File: src/shared/pfo_map.svh
// Register offsets, field positions and reset values of the fault stage.
`ifndef PFO_MAP_SVH
`define PFO_MAP_SVH
`define PFO_CTRL     8'h00
`define PFO_FCTRLA   8'h04
`define PFO_FCTRLB   8'h08
`define PFO_DRIVE_CONTROL  8'h0c
`define PFO_EVENT_CONTROL   8'h10
`define PFO_STATUS   8'h14
`define PFO_INTFLAG  8'h18
`define PFO_DTI      8'h1c
`define PFO_PATTERN_SETTING     8'h20
`define PFO_PATTB    8'h24
`define PFO_PER      8'h28
`define PFO_COUNT    8'h2c
`define PFO_CC0      8'h30
`define PFO_CC_LAST  8'h3c
`define PFO_NRV_LSB  8
`define PFO_NRF_LSB  16
`define PFO_LOW_SIDE_DEAD_TIME_LSB 8
`define PFO_HIGH_SIDE_DEAD_TIME_LSB 16
`define PFO_PGV_LSB  8
`define PFO_ST_NRF   2
`define PFO_ST_IDX   3
`define PFO_ST_HALT  4
`define PFO_PER_RST  16'hffff
`endif

File: src/shared/pfo_pkg.sv
// Types shared by the fault and output stage.
package pfo_pkg;
  typedef enum logic [1:0] {H_NONE, H_HW, H_SW, H_RSV} pfo_halt_type;
  typedef enum logic [2:0] {
    C_OFF, C_PLAIN_FAULT_CAPTURE, C_MIN, C_MAX, C_LMIN, C_LMAX, C_DERIV, C_RSV
  } pfo_plain_fault_capture_type;
  // Recoverable fault configuration, from bit 11 down to bit 0.
  typedef struct packed {
    logic [3:0]   flen;
    logic         rsv;
    pfo_plain_fault_capture_type plain_fault_capture;
    pfo_halt_type halt;
    logic         restart;
    logic         keep;
  } pfo_fcfg_type;
  // Control word: enable, two-ramp, routing mode.
  typedef struct packed {
    logic [1:0] route;
    logic       two_ramp_mode;
    logic       en;
  } pfo_ctrl_type;
endpackage

File: src/pfo_top.sv
// Recoverable and non-recoverable fault handling and PWM output stage.
//
// Chosen here: the address-and-strobe port and the placing of the registers.
`timescale 1ns/1ps
`include "pfo_map.svh"
// Overview of operation
// - Keep clamps channel to zero during fault.
// - Keep clamp releases at next cycle start.
// - Restart aborts cycle; outputs inactive during fault.
// - Two-ramp restart advances index; faults qualified.
// - Capture mode samples counter on fault.
// - Plain capture stores always, sets flag.
// - Min/max capture keeps extremum, flags updates.
// - Local min/max follow counter, flag conditionally.
// - Extremum notify is OR of both.
// - Hardware halt stalls counter while fault present.
// - Halt on fault A holds channel 0 inactive.
// - Halt plus restart starts fresh cycle after.
// - Software halt needs fault gone and cleared.
// - Non-recoverable fault forces programmed output levels.
// - Non-recoverable filter delays action by cycles.
// - Dead-time slice n drives outputs n, n+half.
// - Routing 0 maps channels modulo channel count.
// - Routing 1,2,3 map half, zero, zero-one.
// - Eight-bit dead-time counter forces both sides off.
// - Rising reloads low-side, falling high-side time.
// - Four dead-time units share one setting.
// - Pattern double buffered, or written directly.
// - Faults A and B come from channel events.
// - Recoverable filter delays, drops short events.
module pfo_top #(
  parameter int CNT_W = 16,
  parameter int OUT_N = 8,
  parameter int CH_N  = 4
) (
  // Clock and synchronous reset.
  input  wire logic              CLK,
  input  wire logic              RST,
  // Register port.
  input  wire logic [7:0]        ADDR,
  input  wire logic [31:0]       WDATA,
  input  wire logic              WR,
  input  wire logic              RD,
  output logic      [31:0]       RDATA,
  // Channel events (faults A, B) and counter events 0, 1.
  input  wire logic [1:0]        MC_EV,
  input  wire logic [1:0]        CNT_EV,
  // Waveform outputs to the port pins.
  output logic      [OUT_N-1:0]  WO
);
  localparam int HALF = OUT_N / 2;
  localparam int DT_N = (CH_N < HALF) ? CH_N : HALF;

  pfo_pkg::pfo_ctrl_type ctrl_q;
  pfo_pkg::pfo_fcfg_type fcfg_q [2];
  logic [7:0]       nre_q, nrv_q, pge_q, pgv_q, pgeb_q, pgvb_q;
  logic [3:0]       nrlen_q;
  logic [1:0]       evnr_q, swst_q, flag_q, fprev_q, hprev_q;
  logic             nrf_q, idx_q, dten_q;
  logic [7:0]       low_side_dead_time_q, high_side_dead_time_q;
  logic [CNT_W-1:0] per_q, cnt_q;
  logic [CNT_W-1:0] cc_q [CH_N];
  logic [3:0]       s1_q, s2_q;
  logic [1:0]       fon, hlt, rsn, cev, cwr, cfl, nrhit;
  logic [CH_N-1:0]  chan;
  logic [OUT_N-1:0] routed, dto, fin;
  logic             wr_st, stall, restart, upd, cyc_start;

  // Pin events cross into the clock domain through two flops.
  always_ff @(posedge CLK)
  begin
    if (RST)
    begin
      s1_q <= 4'h0;
      s2_q <= 4'h0;
    end
    else
    begin
      s1_q <= {CNT_EV, MC_EV};
      s2_q <= s1_q;
    end
  end

  assign wr_st = WR && ADDR == `PFO_STATUS;

  // Per-fault filtering, qualification, halt and restart decisions.
  for (genvar n = 0; n < 2; n++)
  begin : g_flt
    logic [3:0] fc_q;
    logic       filt, hcond;
    // Counter saturates at the length; a drop before it discards.
    always_ff @(posedge CLK)
    begin
      if (RST)
        fc_q <= 4'h0;
      else if (!s2_q[n])
        fc_q <= 4'h0;
      else if (fc_q != fcfg_q[n].flen)
        fc_q <= fc_q + 4'h1;
    end
    assign filt = s2_q[n] && fc_q == fcfg_q[n].flen;
    // In two-ramp mode fault A counts only in cycle A, B in B.
    assign fon[n] = filt && (!ctrl_q.two_ramp_mode || idx_q == n);
    assign hcond = (fcfg_q[n].halt == pfo_pkg::H_SW) && swst_q[n];
    assign hlt[n] = (fcfg_q[n].halt != pfo_pkg::H_NONE && fon[n])
                    || hcond;
    // Restart on the fault edge, or when a halt lets go.
    assign rsn[n] = fcfg_q[n].restart &&
      ((fcfg_q[n].halt == pfo_pkg::H_NONE) ? (fon[n] && !fprev_q[n])
       : (hprev_q[n] && !hlt[n]));
    assign cev[n] = fon[n] && !fprev_q[n];
  end

  // Sticky per-fault status; a new fault beats a software clear.
  always_ff @(posedge CLK)
  begin
    if (RST)
      swst_q <= 2'b00;
    else
      swst_q <= fon | (swst_q & ~(wr_st ? WDATA[1:0] : 2'b00));
  end

  // Edge history for faults and halts.
  always_ff @(posedge CLK)
  begin
    if (RST)
    begin
      fprev_q <= 2'b00;
      hprev_q <= 2'b00;
    end
    else
    begin
      fprev_q <= fon;
      hprev_q <= hlt;
    end
  end

  assign stall = |hlt;
  assign restart = |rsn;
  assign upd = ctrl_q.en && !stall && !restart && cnt_q >= per_q;
  assign cyc_start = restart || upd;

  // Counter core: restart wins over halt, halt over counting.
  always_ff @(posedge CLK)
  begin
    if (RST)
      cnt_q <= '0;
    else if (restart)
      cnt_q <= '0;
    else if (!ctrl_q.en || stall)
      cnt_q <= cnt_q;
    else if (upd)
      cnt_q <= '0;
    else
      cnt_q <= cnt_q + 1'b1;
  end

  // Ramp index advances on every new cycle in two-ramp mode.
  always_ff @(posedge CLK)
  begin
    if (RST)
      idx_q <= 1'b0;
    else if (ctrl_q.two_ramp_mode && cyc_start)
      idx_q <= !idx_q;
  end

  // Keep clamp survives the fault until the next cycle begins.
  logic [1:0] keep_q, clamp;
  always_ff @(posedge CLK)
  begin
    if (RST)
      keep_q <= 2'b00;
    else
      for (int n = 0; n < 2; n++)
        if (fcfg_q[n].keep && fon[n])
          keep_q[n] <= 1'b1;
        else if (cyc_start)
          keep_q[n] <= 1'b0;
  end

  for (genvar n = 0; n < 2; n++)
  begin : g_clamp
    assign clamp[n] = (fcfg_q[n].keep && (fon[n] || keep_q[n]))
                      || (fcfg_q[n].restart && fon[n])
                      || hlt[n];
  end

  // Fault capture: decide whether to store and whether to notify.
  for (genvar n = 0; n < 2; n++)
  begin : g_cap
    logic lo, hi;
    assign lo = cnt_q < cc_q[n];
    assign hi = cnt_q > cc_q[n];
    always_comb
    begin
      cwr[n] = 1'b0;
      cfl[n] = 1'b0;
      case (fcfg_q[n].plain_fault_capture)
        pfo_pkg::C_PLAIN_FAULT_CAPTURE:
        begin
          cwr[n] = cev[n];
          cfl[n] = cev[n];
        end
        pfo_pkg::C_MIN:
        begin
          cwr[n] = cev[n] && lo;
          cfl[n] = cev[n] && lo;
        end
        pfo_pkg::C_MAX:
        begin
          cwr[n] = cev[n] && hi;
          cfl[n] = cev[n] && hi;
        end
        pfo_pkg::C_LMIN:
        begin
          cwr[n] = cev[n];
          cfl[n] = cev[n] && lo;
        end
        pfo_pkg::C_LMAX:
        begin
          cwr[n] = cev[n];
          cfl[n] = cev[n] && hi;
        end
        pfo_pkg::C_DERIV:
        begin
          cwr[n] = cev[n];
          cfl[n] = cev[n] && (lo || hi);
        end
        default:
        begin
          cwr[n] = 1'b0;
          cfl[n] = 1'b0;
        end
      endcase
    end
  end

  // Channel registers: a capture beats a software write in one cycle.
  always_ff @(posedge CLK)
  begin
    if (RST)
      for (int k = 0; k < CH_N; k++)
        cc_q[k] <= '0;
    else
      for (int k = 0; k < CH_N; k++)
        if (k < 2 && cwr[k[0]])
          cc_q[k] <= cnt_q;
        else if (WR && ADDR == `PFO_CC0 + 8'(4 * k))
          cc_q[k] <= WDATA[CNT_W-1:0];
  end

  // Match/capture flags; a new capture beats the clear.
  always_ff @(posedge CLK)
  begin
    if (RST)
      flag_q <= 2'b00;
    else
      flag_q <= cfl | (flag_q & ~((WR && ADDR == `PFO_INTFLAG)
                ? WDATA[1:0] : 2'b00));
  end

  // Compare stage; two-ramp mode drops odd channels in A, even in B.
  for (genvar k = 0; k < CH_N; k++)
  begin : g_cmp
    logic on;
    assign on = !ctrl_q.two_ramp_mode || (k % 2) == idx_q;
    if (k < 2)
    begin : g_fc
      assign chan[k] = cnt_q < cc_q[k] && on && !clamp[k];
    end
    else
    begin : g_nf
      assign chan[k] = cnt_q < cc_q[k] && on;
    end
  end

  // Output matrix.
  for (genvar j = 0; j < OUT_N; j++)
  begin : g_rt
    always_comb
    begin
      case (ctrl_q.route)
        2'h0: routed[j] = chan[j % CH_N];
        2'h1: routed[j] = chan[j % (CH_N / 2)];
        2'h2: routed[j] = chan[0];
        default: routed[j] = (j == 0) ? chan[0] : chan[1];
      endcase
    end
  end

  // Dead-time slices; all share one low/high setting.
  for (genvar n = 0; n < HALF; n++)
  begin : g_dt
    if (n < DT_N)
    begin : g_on
      logic [7:0] dtc_q;
      logic [7:0] dt_nx;
      logic       prev_q;
      // The edge cycle already counts as dead time, so neither side can
      // switch in the same cycle as the other one.
      always_comb
      begin
        if (routed[n] != prev_q)
          dt_nx = routed[n] ? low_side_dead_time_q : high_side_dead_time_q;
        else if (dtc_q != 8'h00)
          dt_nx = dtc_q - 8'h01;
        else
          dt_nx = 8'h00;
      end
      always_ff @(posedge CLK)
      begin
        if (RST)
        begin
          dtc_q <= 8'h00;
          prev_q <= 1'b0;
        end
        else
        begin
          prev_q <= routed[n];
          dtc_q <= dt_nx;
        end
      end
      // Both sides off while counting keeps the bridge from shooting.
      assign dto[n] = dten_q ? (routed[n] && dt_nx == 8'h00)
                      : routed[n];
      assign dto[n+HALF] = dten_q ? (!routed[n] && dt_nx == 8'h00)
                           : routed[n+HALF];
    end
    else
    begin : g_off
      assign dto[n] = routed[n];
      assign dto[n+HALF] = routed[n+HALF];
    end
  end

  // Non-recoverable fault inputs, each with its own filter.
  for (genvar m = 0; m < 2; m++)
  begin : g_nr
    logic [3:0] nc_q;
    always_ff @(posedge CLK)
    begin
      if (RST)
        nc_q <= 4'h0;
      else if (!s2_q[m+2] || !evnr_q[m])
        nc_q <= 4'h0;
      else if (nc_q != nrlen_q)
        nc_q <= nc_q + 4'h1;
    end
    assign nrhit[m] = evnr_q[m] && s2_q[m+2] && nc_q == nrlen_q;
  end

  // Non-recoverable state is sticky until software clears it.
  always_ff @(posedge CLK)
  begin
    if (RST)
      nrf_q <= 1'b0;
    else
      nrf_q <= (|nrhit) || (nrf_q && !(wr_st && WDATA[`PFO_ST_NRF]));
  end

  // Final stage: pattern overrides, then forced fault levels.
  for (genvar j = 0; j < OUT_N; j++)
  begin : g_fin
    logic pv;
    assign pv = pge_q[j] ? pgv_q[j] : dto[j];
    assign fin[j] = (nrf_q && nre_q[j]) ? nrv_q[j] : pv;
  end

  // Pins come straight from a register.
  always_ff @(posedge CLK)
  begin
    if (RST)
      WO <= '0;
    else
      WO <= fin;
  end

  // Pattern: buffered copy moves on update, direct write otherwise.
  always_ff @(posedge CLK)
  begin
    if (RST)
    begin
      pge_q <= 8'h00;
      pgv_q <= 8'h00;
      pgeb_q <= 8'h00;
      pgvb_q <= 8'h00;
    end
    else
    begin
      if (WR && ADDR == `PFO_PATTB)
      begin
        pgeb_q <= WDATA[7:0];
        pgvb_q <= WDATA[`PFO_PGV_LSB +: 8];
      end
      if (WR && ADDR == `PFO_PATTERN_SETTING)
      begin
        pge_q <= WDATA[7:0];
        pgv_q <= WDATA[`PFO_PGV_LSB +: 8];
      end
      else if (cyc_start)
      begin
        pge_q <= pgeb_q;
        pgv_q <= pgvb_q;
      end
    end
  end

  // Configuration registers written by software.
  always_ff @(posedge CLK)
  begin
    if (RST)
    begin
      ctrl_q <= '0;
      fcfg_q[0] <= '0;
      fcfg_q[1] <= '0;
      {nre_q, nrv_q, nrlen_q} <= '0;
      evnr_q <= 2'b00;
      {dten_q, low_side_dead_time_q, high_side_dead_time_q} <= '0;
      per_q <= `PFO_PER_RST;
    end
    else if (WR)
      case (ADDR)
        `PFO_CTRL: ctrl_q <= WDATA[3:0];
        `PFO_FCTRLA: fcfg_q[0] <= WDATA[11:0];
        `PFO_FCTRLB: fcfg_q[1] <= WDATA[11:0];
        `PFO_DRIVE_CONTROL:
        begin
          nre_q <= WDATA[7:0];
          nrv_q <= WDATA[`PFO_NRV_LSB +: 8];
          nrlen_q <= WDATA[`PFO_NRF_LSB +: 4];
        end
        `PFO_EVENT_CONTROL: evnr_q <= WDATA[1:0];
        `PFO_DTI:
        begin
          dten_q <= WDATA[0];
          low_side_dead_time_q <= WDATA[`PFO_LOW_SIDE_DEAD_TIME_LSB +: 8];
          high_side_dead_time_q <= WDATA[`PFO_HIGH_SIDE_DEAD_TIME_LSB +: 8];
        end
        `PFO_PER: per_q <= WDATA[CNT_W-1:0];
        default: ;
      endcase
  end

  // Read data appear one cycle after the strobe; unmapped reads give 0.
  always_ff @(posedge CLK)
  begin
    if (RST)
      RDATA <= 32'h0;
    else if (!RD)
      RDATA <= 32'h0;
    else
      case (ADDR)
        `PFO_CTRL: RDATA <= 32'(ctrl_q);
        `PFO_FCTRLA: RDATA <= 32'(fcfg_q[0]);
        `PFO_FCTRLB: RDATA <= 32'(fcfg_q[1]);
        `PFO_DRIVE_CONTROL: RDATA <= {12'h0, nrlen_q, nrv_q, nre_q};
        `PFO_EVENT_CONTROL: RDATA <= {30'h0, evnr_q};
        `PFO_STATUS: RDATA <= {27'h0, stall, idx_q, nrf_q, swst_q};
        `PFO_INTFLAG: RDATA <= {30'h0, flag_q};
        `PFO_DTI: RDATA <= {8'h0, high_side_dead_time_q, low_side_dead_time_q, 7'h0, dten_q};
        `PFO_PATTERN_SETTING: RDATA <= {16'h0, pgv_q, pge_q};
        `PFO_PATTB: RDATA <= {16'h0, pgvb_q, pgeb_q};
        `PFO_PER: RDATA <= 32'(per_q);
        `PFO_COUNT: RDATA <= 32'(cnt_q);
        default:
          if (ADDR >= `PFO_CC0 && ADDR <= `PFO_CC_LAST && ADDR[1:0] == 2'b00)
            RDATA <= 32'(cc_q[ADDR[3:2]]);
          else
            RDATA <= 32'h0;
      endcase
  end
endmodule

File: config.mk
export PLATFORM = sky130hd
export DESIGN_NAME = pfo_top
export DESIGN_NICKNAME = d
export VERILOG_FILES = /design/src/shared/pfo_pkg.sv /design/src/pfo_top.sv
export VERILOG_INCLUDE_DIRS = /design/src /design/src/shared
export SDC_FILE = /design/constraint.sdc
export NUM_CORES = 1
export LEC_CHECK = 0
export BUFFER_PORTS_ARGS = -buffer_cell sky130_fd_sc_hd__buf_2
export CAP_MARGIN = 20
export CORE_MARGIN = 2
export CORE_UTILIZATION = 45
export DETAILED_ROUTE_END_ITERATION = 16
export PLACE_DENSITY_LB_ADDON = 0.3
export SYNTH_ARGS = -nofsm -noshare
export SYNTH_HDL_FRONTEND = slang
export SYNTH_SLANG_ARGS = --single-unit
File: constraint.sdc
create_clock -name CLK -period 9.8 [get_ports CLK]
set_input_delay 0.49 -clock CLK [delete_from_list [all_inputs] [get_ports CLK]]
set_output_delay 0.49 -clock CLK [all_outputs]
set_load 0.03 [all_outputs]
==> results of run 1 <==
## metal layers
layer / global-route usage [%] / part of all wire, % / vias up
met2: 41.9 / 46 / 624
met5: 0 / 0 / -
met4: 11.9 / 4.8 / 0
met3: 4.02 / 8.4 / 147
met1: 33.8 / 41 / 6481
li1: - / - / 6220
## kinds of logic (layout without fill, tap and decap cells)
family | count (synthesis) | after routing
AO/OA/AOI/OAI | 357 | 357
adder cells (fa/ha/maj) | 91 | 91
flip-flops | 299 | 299
other | 1 | 9
multiplexers | 131 | 131
buffers and inverters | 211 | 255
XOR/XNOR | 59 | 59
AND/OR/NAND/NOR | 587 | 587
## layout make-up
class,count,share of cell area (%)
Multi-Input combinational cell,1233,47.2
Clock inverter,8,0.634
Antenna cell,1,0.0138
Inverter,102,2.11
Clock buffer,53,5.91
Sequential cell,299,37.8
Timing Repair Buffer,92,3.12
Tap cell,461,3.18
## path summary, 6_finish.rpt
| path | start | to | slack [ns] | cells after the start |
|---|---|---|---|---|
| max | cnt_q[0] | WO[5] | 4.69 | 13 |
| min | CNT_EV[0] | s1_q[2] | 0.18 | 2 |
| max reg2reg | cnt_q[0] | WO[5] | 4.69 | 13 |
| min reg2reg | s1_q[0] | s2_q[0] | 0.45 | 1 |
## flip-flops by register name, summed over array words and instances, names as in the netlist, 16 cells and up
| signal | count |
|---|---|
| fcfg_q | 24 |
| g_dt.g_on.dtc_q | 32 |
| cnt_q | 16 |
| per_q | 16 |
| cc_q | 64 |
| RDATA | 24 |
## synthesized netlist by cell type, types with 10 or more instances
| library cell | count |
|---|---|
| a31oi_1 | 17 |
| xor2_1 | 26 |
| a211o_1 | 18 |
| nor2_1 | 170 |
| nor3b_1 | 14 |
| nand3_1 | 25 |
| a221oi_1 | 17 |
| or3_1 | 10 |
| inv_1 | 102 |
| nand2_1 | 188 |
| mux4_2 | 16 |
| ha_1 | 90 |
| nor4_1 | 11 |
| nand2b_1 | 10 |
| edfxtp_1 | 88 |
| a21o_1 | 16 |
| a21oi_1 | 105 |
| clkbuf_1 | 78 |
| a22o_1 | 49 |
| mux2_2 | 17 |
| nor3_1 | 18 |
| a211oi_1 | 20 |
| xnor2_1 | 33 |
| dfxtp_1 | 211 |
| nand4_1 | 15 |
| and2_1 | 54 |
| mux2i_1 | 96 |
| a22oi_1 | 30 |
| o21ai_0 | 33 |
| buf_4 | 14 |
| nor2b_1 | 37 |
## worst reg2reg max path, stage by stage (launching register included)
cell       delay [ns]
dfxtp_1          0.69
inv_1            0.20
ha_1             0.25
nor2b_1          0.10
o211ai_1         0.09
a2111oi_0        0.82
nor3b_1          0.14
buf_4            0.23
a32o_1           0.60
mux2_2           0.46
a211oi_1         0.35
a41oi_1          0.28
or4_1            0.61
a31oi_1          0.22
## power groups by stage
| stage | registers [uW] | logic [uW] | clock network [uW] |
|---|---|---|---|
| final | 1400 | 868 | 1350 |
| after global routing | 1410 | 981 | 1420 |
| after floorplan | 1410 | 692 | 0 |
| after global placement | 1420 | 827 | 0 |
| after CTS | 1400 | 864 | 1370 |
| after detailed placement | 1430 | 854 | 0 |
## per-stage QoR
stage / power (uW) / instances
2_1_floorplan: 2100 / 1743
3_3_place_gp: 2250 / 2182
3_5_place_dp: 2280 / 2184
4_1_cts: 3630 / 2245
5_1_grt: 3810 / 2249
6_report: 3620 / 2249
==> impl_metrics.tcl, run 1 <==
set metrics [dict create \
    cts.sink_count 299 \
    cp-start-kind "flip-flop" \
    antenna_found_initial 1 \
    fmaxAchievable_mhz 196 \
    globalplace.congestion 0.929 \
    final_cell_mix "211 x dfxtp_1, 188 x nand2_1, 168 x nor2_1, 105 x a21oi_1, 102 x inv_1" \
    switching_share_pct 29.6 \
    grt_max_degree 77 \
    syn-instance-count 1736 \
    multi_input_area_um2 8560 \
    insertion_delay_ns 0.52 \
    clkPwrFrac_pct 37.3 \
    yosysTopAreaCell "dfxtp_1" \
    setup_viol 0 \
    grt_overflow 0 \
    rsz0062_at_grt "no" \
    root_buffer "clkbuf_16" \
    cts_made_buffers 35 \
    synth_top_family_by_area "simple AND/OR/NAND/NOR gates" \
    synth_flop_cell "dfxtp_1" \
    fin_area_um2 18100 \
    die_h_um 194 \
    cellPowerDensity_nw_per_um2 200 \
    path_class "flip-flop to flip-flop" \
    path_buf_inv 2 \
    portBuffers 71 \
    drc 0 \
    synth-xor-area-share_pct 3.18 \
    p_int_uw 2550 \
    clk_path_buf_depth 3 \
    netlist_area_um2 16300 \
    area_growth_pct 11.6 \
    routed_wl_mm 49.5 \
    htree_levels 2 \
    maxCapViolations 0 \
    grt_pass1_vias 13400 \
    n_fill_cell 3305 \
    hold_viol_final 0 \
    worstMarginPinSlew_ns 1.12 \
    hold_slack_ns 0.182 \
    dpl.hpwl_mm 35.6 \
    final_core_util_pct 51.0 \
    gr-usage-all-layers_pct 25.8 \
    path_clk_slew_ns 0.06 \
    power_frac_comb_pct 24.0 \
    critPathMaxFanout 18 \
    post-route-min-period_ns 5.11 \
    dpl_cell_area_um2 16900 \
    dieArea_um2 37700 \
    finClkSkew_ns 0.0224 \
    setup_tns_ns 0 \
    power.switching_uw 1070 \
    synth_area_leaders "dfxtp_1 26%, edfxtp_1 16%, ha_1 6.9%" \
    cts_repair_resize_count 0 \
    max-vdd-ir-drop_v 0.000161 \
    finalMaxSlewViolations 0 \
    pwr-share-seq_pct 38.7 \
    start_util_pct 45.7 \
    initialDrtViolationCount 1522 \
    path_cells "inv_1 -> ha_1 -> nor2b_1 -> o211ai_1 -> a2111oi_0 -> nor3b_1 -> buf_4 -> a32o_1 -> mux2_2 -> a211oi_1 -> a41oi_1 -> or4_1 -> a31oi_1" \
    async_reset_ff_share_pct 0 \
    cts_setup_buffers 0 \
    vias 13500 \
    drive_gt1_share_pct 10.8 \
    critPathCaptureType "flip-flop" \
    synth_compound_area_share_pct 15.4 \
    critical_path_required_ns 10.22 \
    core_area_um2 35600 \
    hold_class "primary input to flip-flop" \
    wl_per_cell_um 22.0 \
    synth_fa_ha_area_share_pct 6.99 \
    status "finished clean" \
    dr.pass1.iters 7 \
    die_w_um 194 \
    synth_top_area_share_pct 26.0 \
    cts_hold_buf 0 \
    setup_ws_ns 4.69 \
    max_stage_delay_ns 0.82 \
    cp.arrival_ns 5.53 \
    final_common_cell "dfxtp_1" \
    grt_pass1_wl_mm 76.2 \
    leakage_uw 0.00760 \
    synth_seq_cells 299 \
    fin_crit_sh_pct 52.2 \
    pre_cts_slack_ns 4.83 \
    slowest_stage "a2111oi_0" \
    ant_nets 0 \
    cts_tree "done" \
    timing.critical_path.max_delay_family "compound AO/OA/AOI/OAI gates" \
    synth-edff-count 88 \
    viasPerCell 5.99 \
    yosysWarningCount 0 \
    io_pins 88 \
    slew_headroom_pct 25.5 \
    seq_area_um2 6870 \
    placementRows 69 \
    num-nets-final 1901 \
    synthMuxAreaShare_pct 9.47 \
    yosys.area_share.simple_pct 17.2 \
    ys_seq_area_share_pct 42.2 \
    yosysUniqueCellTypes 73 \
    syn_avg_cell_area_um2 9.37 \
]
Note: power is estimated with default switching activity, not from simulation.
==> run 2, diff against run 1 <==
==> constraint.sdc (replaced) <==
create_clock -name CLK -period 5.05 [get_ports CLK]
set_input_delay 0.2525 -clock CLK [delete_from_list [all_inputs] [get_ports CLK]]
set_output_delay 0.2525 -clock CLK [all_outputs]
set_load 0.03 [all_outputs]
==> run 2 against run 1 <==
Net effect: die area is the same; clock skew down 0.0041 ns; maximum frequency increased by 18%; total power up 95%; core utilization is 0.56 points higher; setup slack worse by 4.0 ns; clock-buffer cell count fell by 1; critical endpoint unchanged; largest cell class unchanged.
==> impl_metrics.tcl, run 2 (synthesis gave the netlist of run 1 again) <==
set metrics [dict create \
    status "finished clean" \
    regMostFlops "cc_q" \
    min_from "WDATA[14]" \
    critPathMaxFanout 18 \
    portBuffers 71 \
    setup_ws_ns 0.698 \
    final_cell_mix "211 x dfxtp_1, 188 x nand2_1, 168 x nor2_1, 105 x a21oi_1, 102 x inv_1" \
    final_common_cell "dfxtp_1" \
    slowest_stage "dfxtp_1" \
    top_regs "cc_q x64, g_dt.g_on.dtc_q x32" \
    cts.sink_count 299 \
    core_area_um2 35600 \
    hold_viol_final 0 \
    cts_tree "done" \
    total_power_uw 7060 \
    path_clk_slew_ns 0.06 \
    dieArea_um2 37700 \
    crit_start "cnt_q[7]" \
    fin_area_um2 18300 \
    largest_reg_flops 64 \
    max_stage_delay_ns 0.64 \
    cp-start-kind "flip-flop" \
    gr-usage-all-layers_pct 25.9 \
    grt_pass1_wl_mm 76.0 \
    placed_cells 2200 \
    wl_per_cell_um 21.9 \
    insertion_delay_ns 0.53 \
    cp.arrival_ns 4.82 \
    maxCapViolations 0 \
    fin_crit_sh_pct 86.2 \
    clk_path_buf_depth 3 \
    antenna_found_initial 0 \
    pre_cts_slack_ns 0.828 \
    timing.critical_path.max_delay_family "compound AO/OA/AOI/OAI gates" \
    r2r_start "cnt_q[7]" \
    grt_overflow 0 \
    multi_input_area_um2 8560 \
    setup_viol 0 \
    finalMaxSlewViolations 0 \
    die_w_um 194 \
    path_buf_inv 1 \
    fmaxAchievable_mhz 230 \
    critical_path_required_ns 5.51 \
    io_pins 88 \
    post-route-min-period_ns 4.35 \
    dr.pass1.iters 9 \
    vias 13500 \
    dpl.hpwl_mm 36.2 \
    drc 0 \
    grt_pass1_vias 13100 \
    slew_headroom_pct 31.8 \
    critPathCaptureType "flip-flop" \
    cts_made_buffers 36 \
    n_fill_cell 3255 \
    routed_wl_mm 49.8 \
    initialDrtViolationCount 1227 \
    htree_levels 2 \
    area_growth_pct 12.8 \
    hold_class "primary input to flip-flop" \
    viasPerCell 5.93 \
    num-nets-final 1928 \
    cellPowerDensity_nw_per_um2 385 \
    setup_tns_ns 0 \
    dpl_cell_area_um2 17000 \
    seq_area_um2 6870 \
    ant_nets 0 \
    root_buffer "clkbuf_16" \
    fin_cells 2278 \
    path_cells "ha_1 -> a21oi_1 -> o21ai_0 -> a221oi_1 -> nor3b_1 -> a32o_1 -> buf_4 -> mux2_2 -> a211oi_1 -> a41oi_1 -> or4_1 -> a31oi_1" \
    start_util_pct 45.7 \
    placementRows 69 \
    path_class "flip-flop to flip-flop" \
    worstMarginPinSlew_ns 1.01 \
    die_h_um 194 \
    max-vdd-ir-drop_v 0.000438 \
    leakage_uw 0.00772 \
    finClkSkew_ns 0.0183 \
    grt_max_degree 85 \
    drive_gt1_share_pct 11.4 \
    globalplace.congestion 0.941 \
    rsz0062_at_grt "no" \
]
-- run 2: worst register-to-register path, stage by stage (launching register included) --
cell and delay [ns]:
dfxtp_1 0.64, ha_1 0.35, a21oi_1 0.15, o21ai_0 0.13
a221oi_1 0.30, nor3b_1 0.49, a32o_1 0.25, buf_4 0.30
mux2_2 0.41, a211oi_1 0.29, a41oi_1 0.26, or4_1 0.56
a31oi_1 0.16
-- run 2: final timing paths --
path	to	slack [ns]	cells past startpoint
worst max-delay path	WO[5]	0.70	12
worst min-delay path	low_side_dead_time_q[6]	0.07	3
worst max register to register	WO[5]	0.70	12
worst min register to register	s2_q[3]	0.43	1
-- run 2: final cells by class --
cell class	instances	share of cell area, %
antenna	1	0.0136
sequential	299	37.4
tap	461	3.14
inverter	102	2.09
multi-input combinational	1233	46.7
clock buffer	52	5.75
clock inverter	12	0.757
timing repair buffer	118	4.15
-- run 2: metal layers --
| metal | vias up | wire, um | track usage, % | part of all wire (%) |
|---|---|---|---|---|
| li1 | 6284 | - | - | - |
| met1 | 6541 | 20900 | 34.3 | 42 |
| met2 | 550 | 23000 | 41.8 | 46 |
| met3 | 140 | 3550 | 4.17 | 7.1 |
| met4 | 0 | 2350 | 11.7 | 4.7 |
| met5 | - | 0 | 0 | 0 |
-- run 2: metrics by stage --
| step | utilization [%] | hold WS [ns] |
|---|---|---|
| after global placement | 47.8 | 0.430 |
| after floorplan | - | 0.370 |
| final | 51.6 | 0.0684 |
| after detailed placement | 47.8 | 0.422 |
| after global routing | 51.6 | 0.0783 |
| after CTS | 51.5 | 0.0487 |
-- run 2: report_power, final --
group / internal [uW] / switching (uW)
clock: 1610 / 1030
combinational: 738 / 963
sequential: 2600 / 121
total: 4940 / 2110
-- run 2: timing repair --
| action | CTS | global route |
|---|---|---|
| buffers inserted | 0 | 0 |
| resized for setup | 0 | 0 |
| hold buffers | 12 | 0 |
| endpoints found under the hold margin | 16 | 0 |
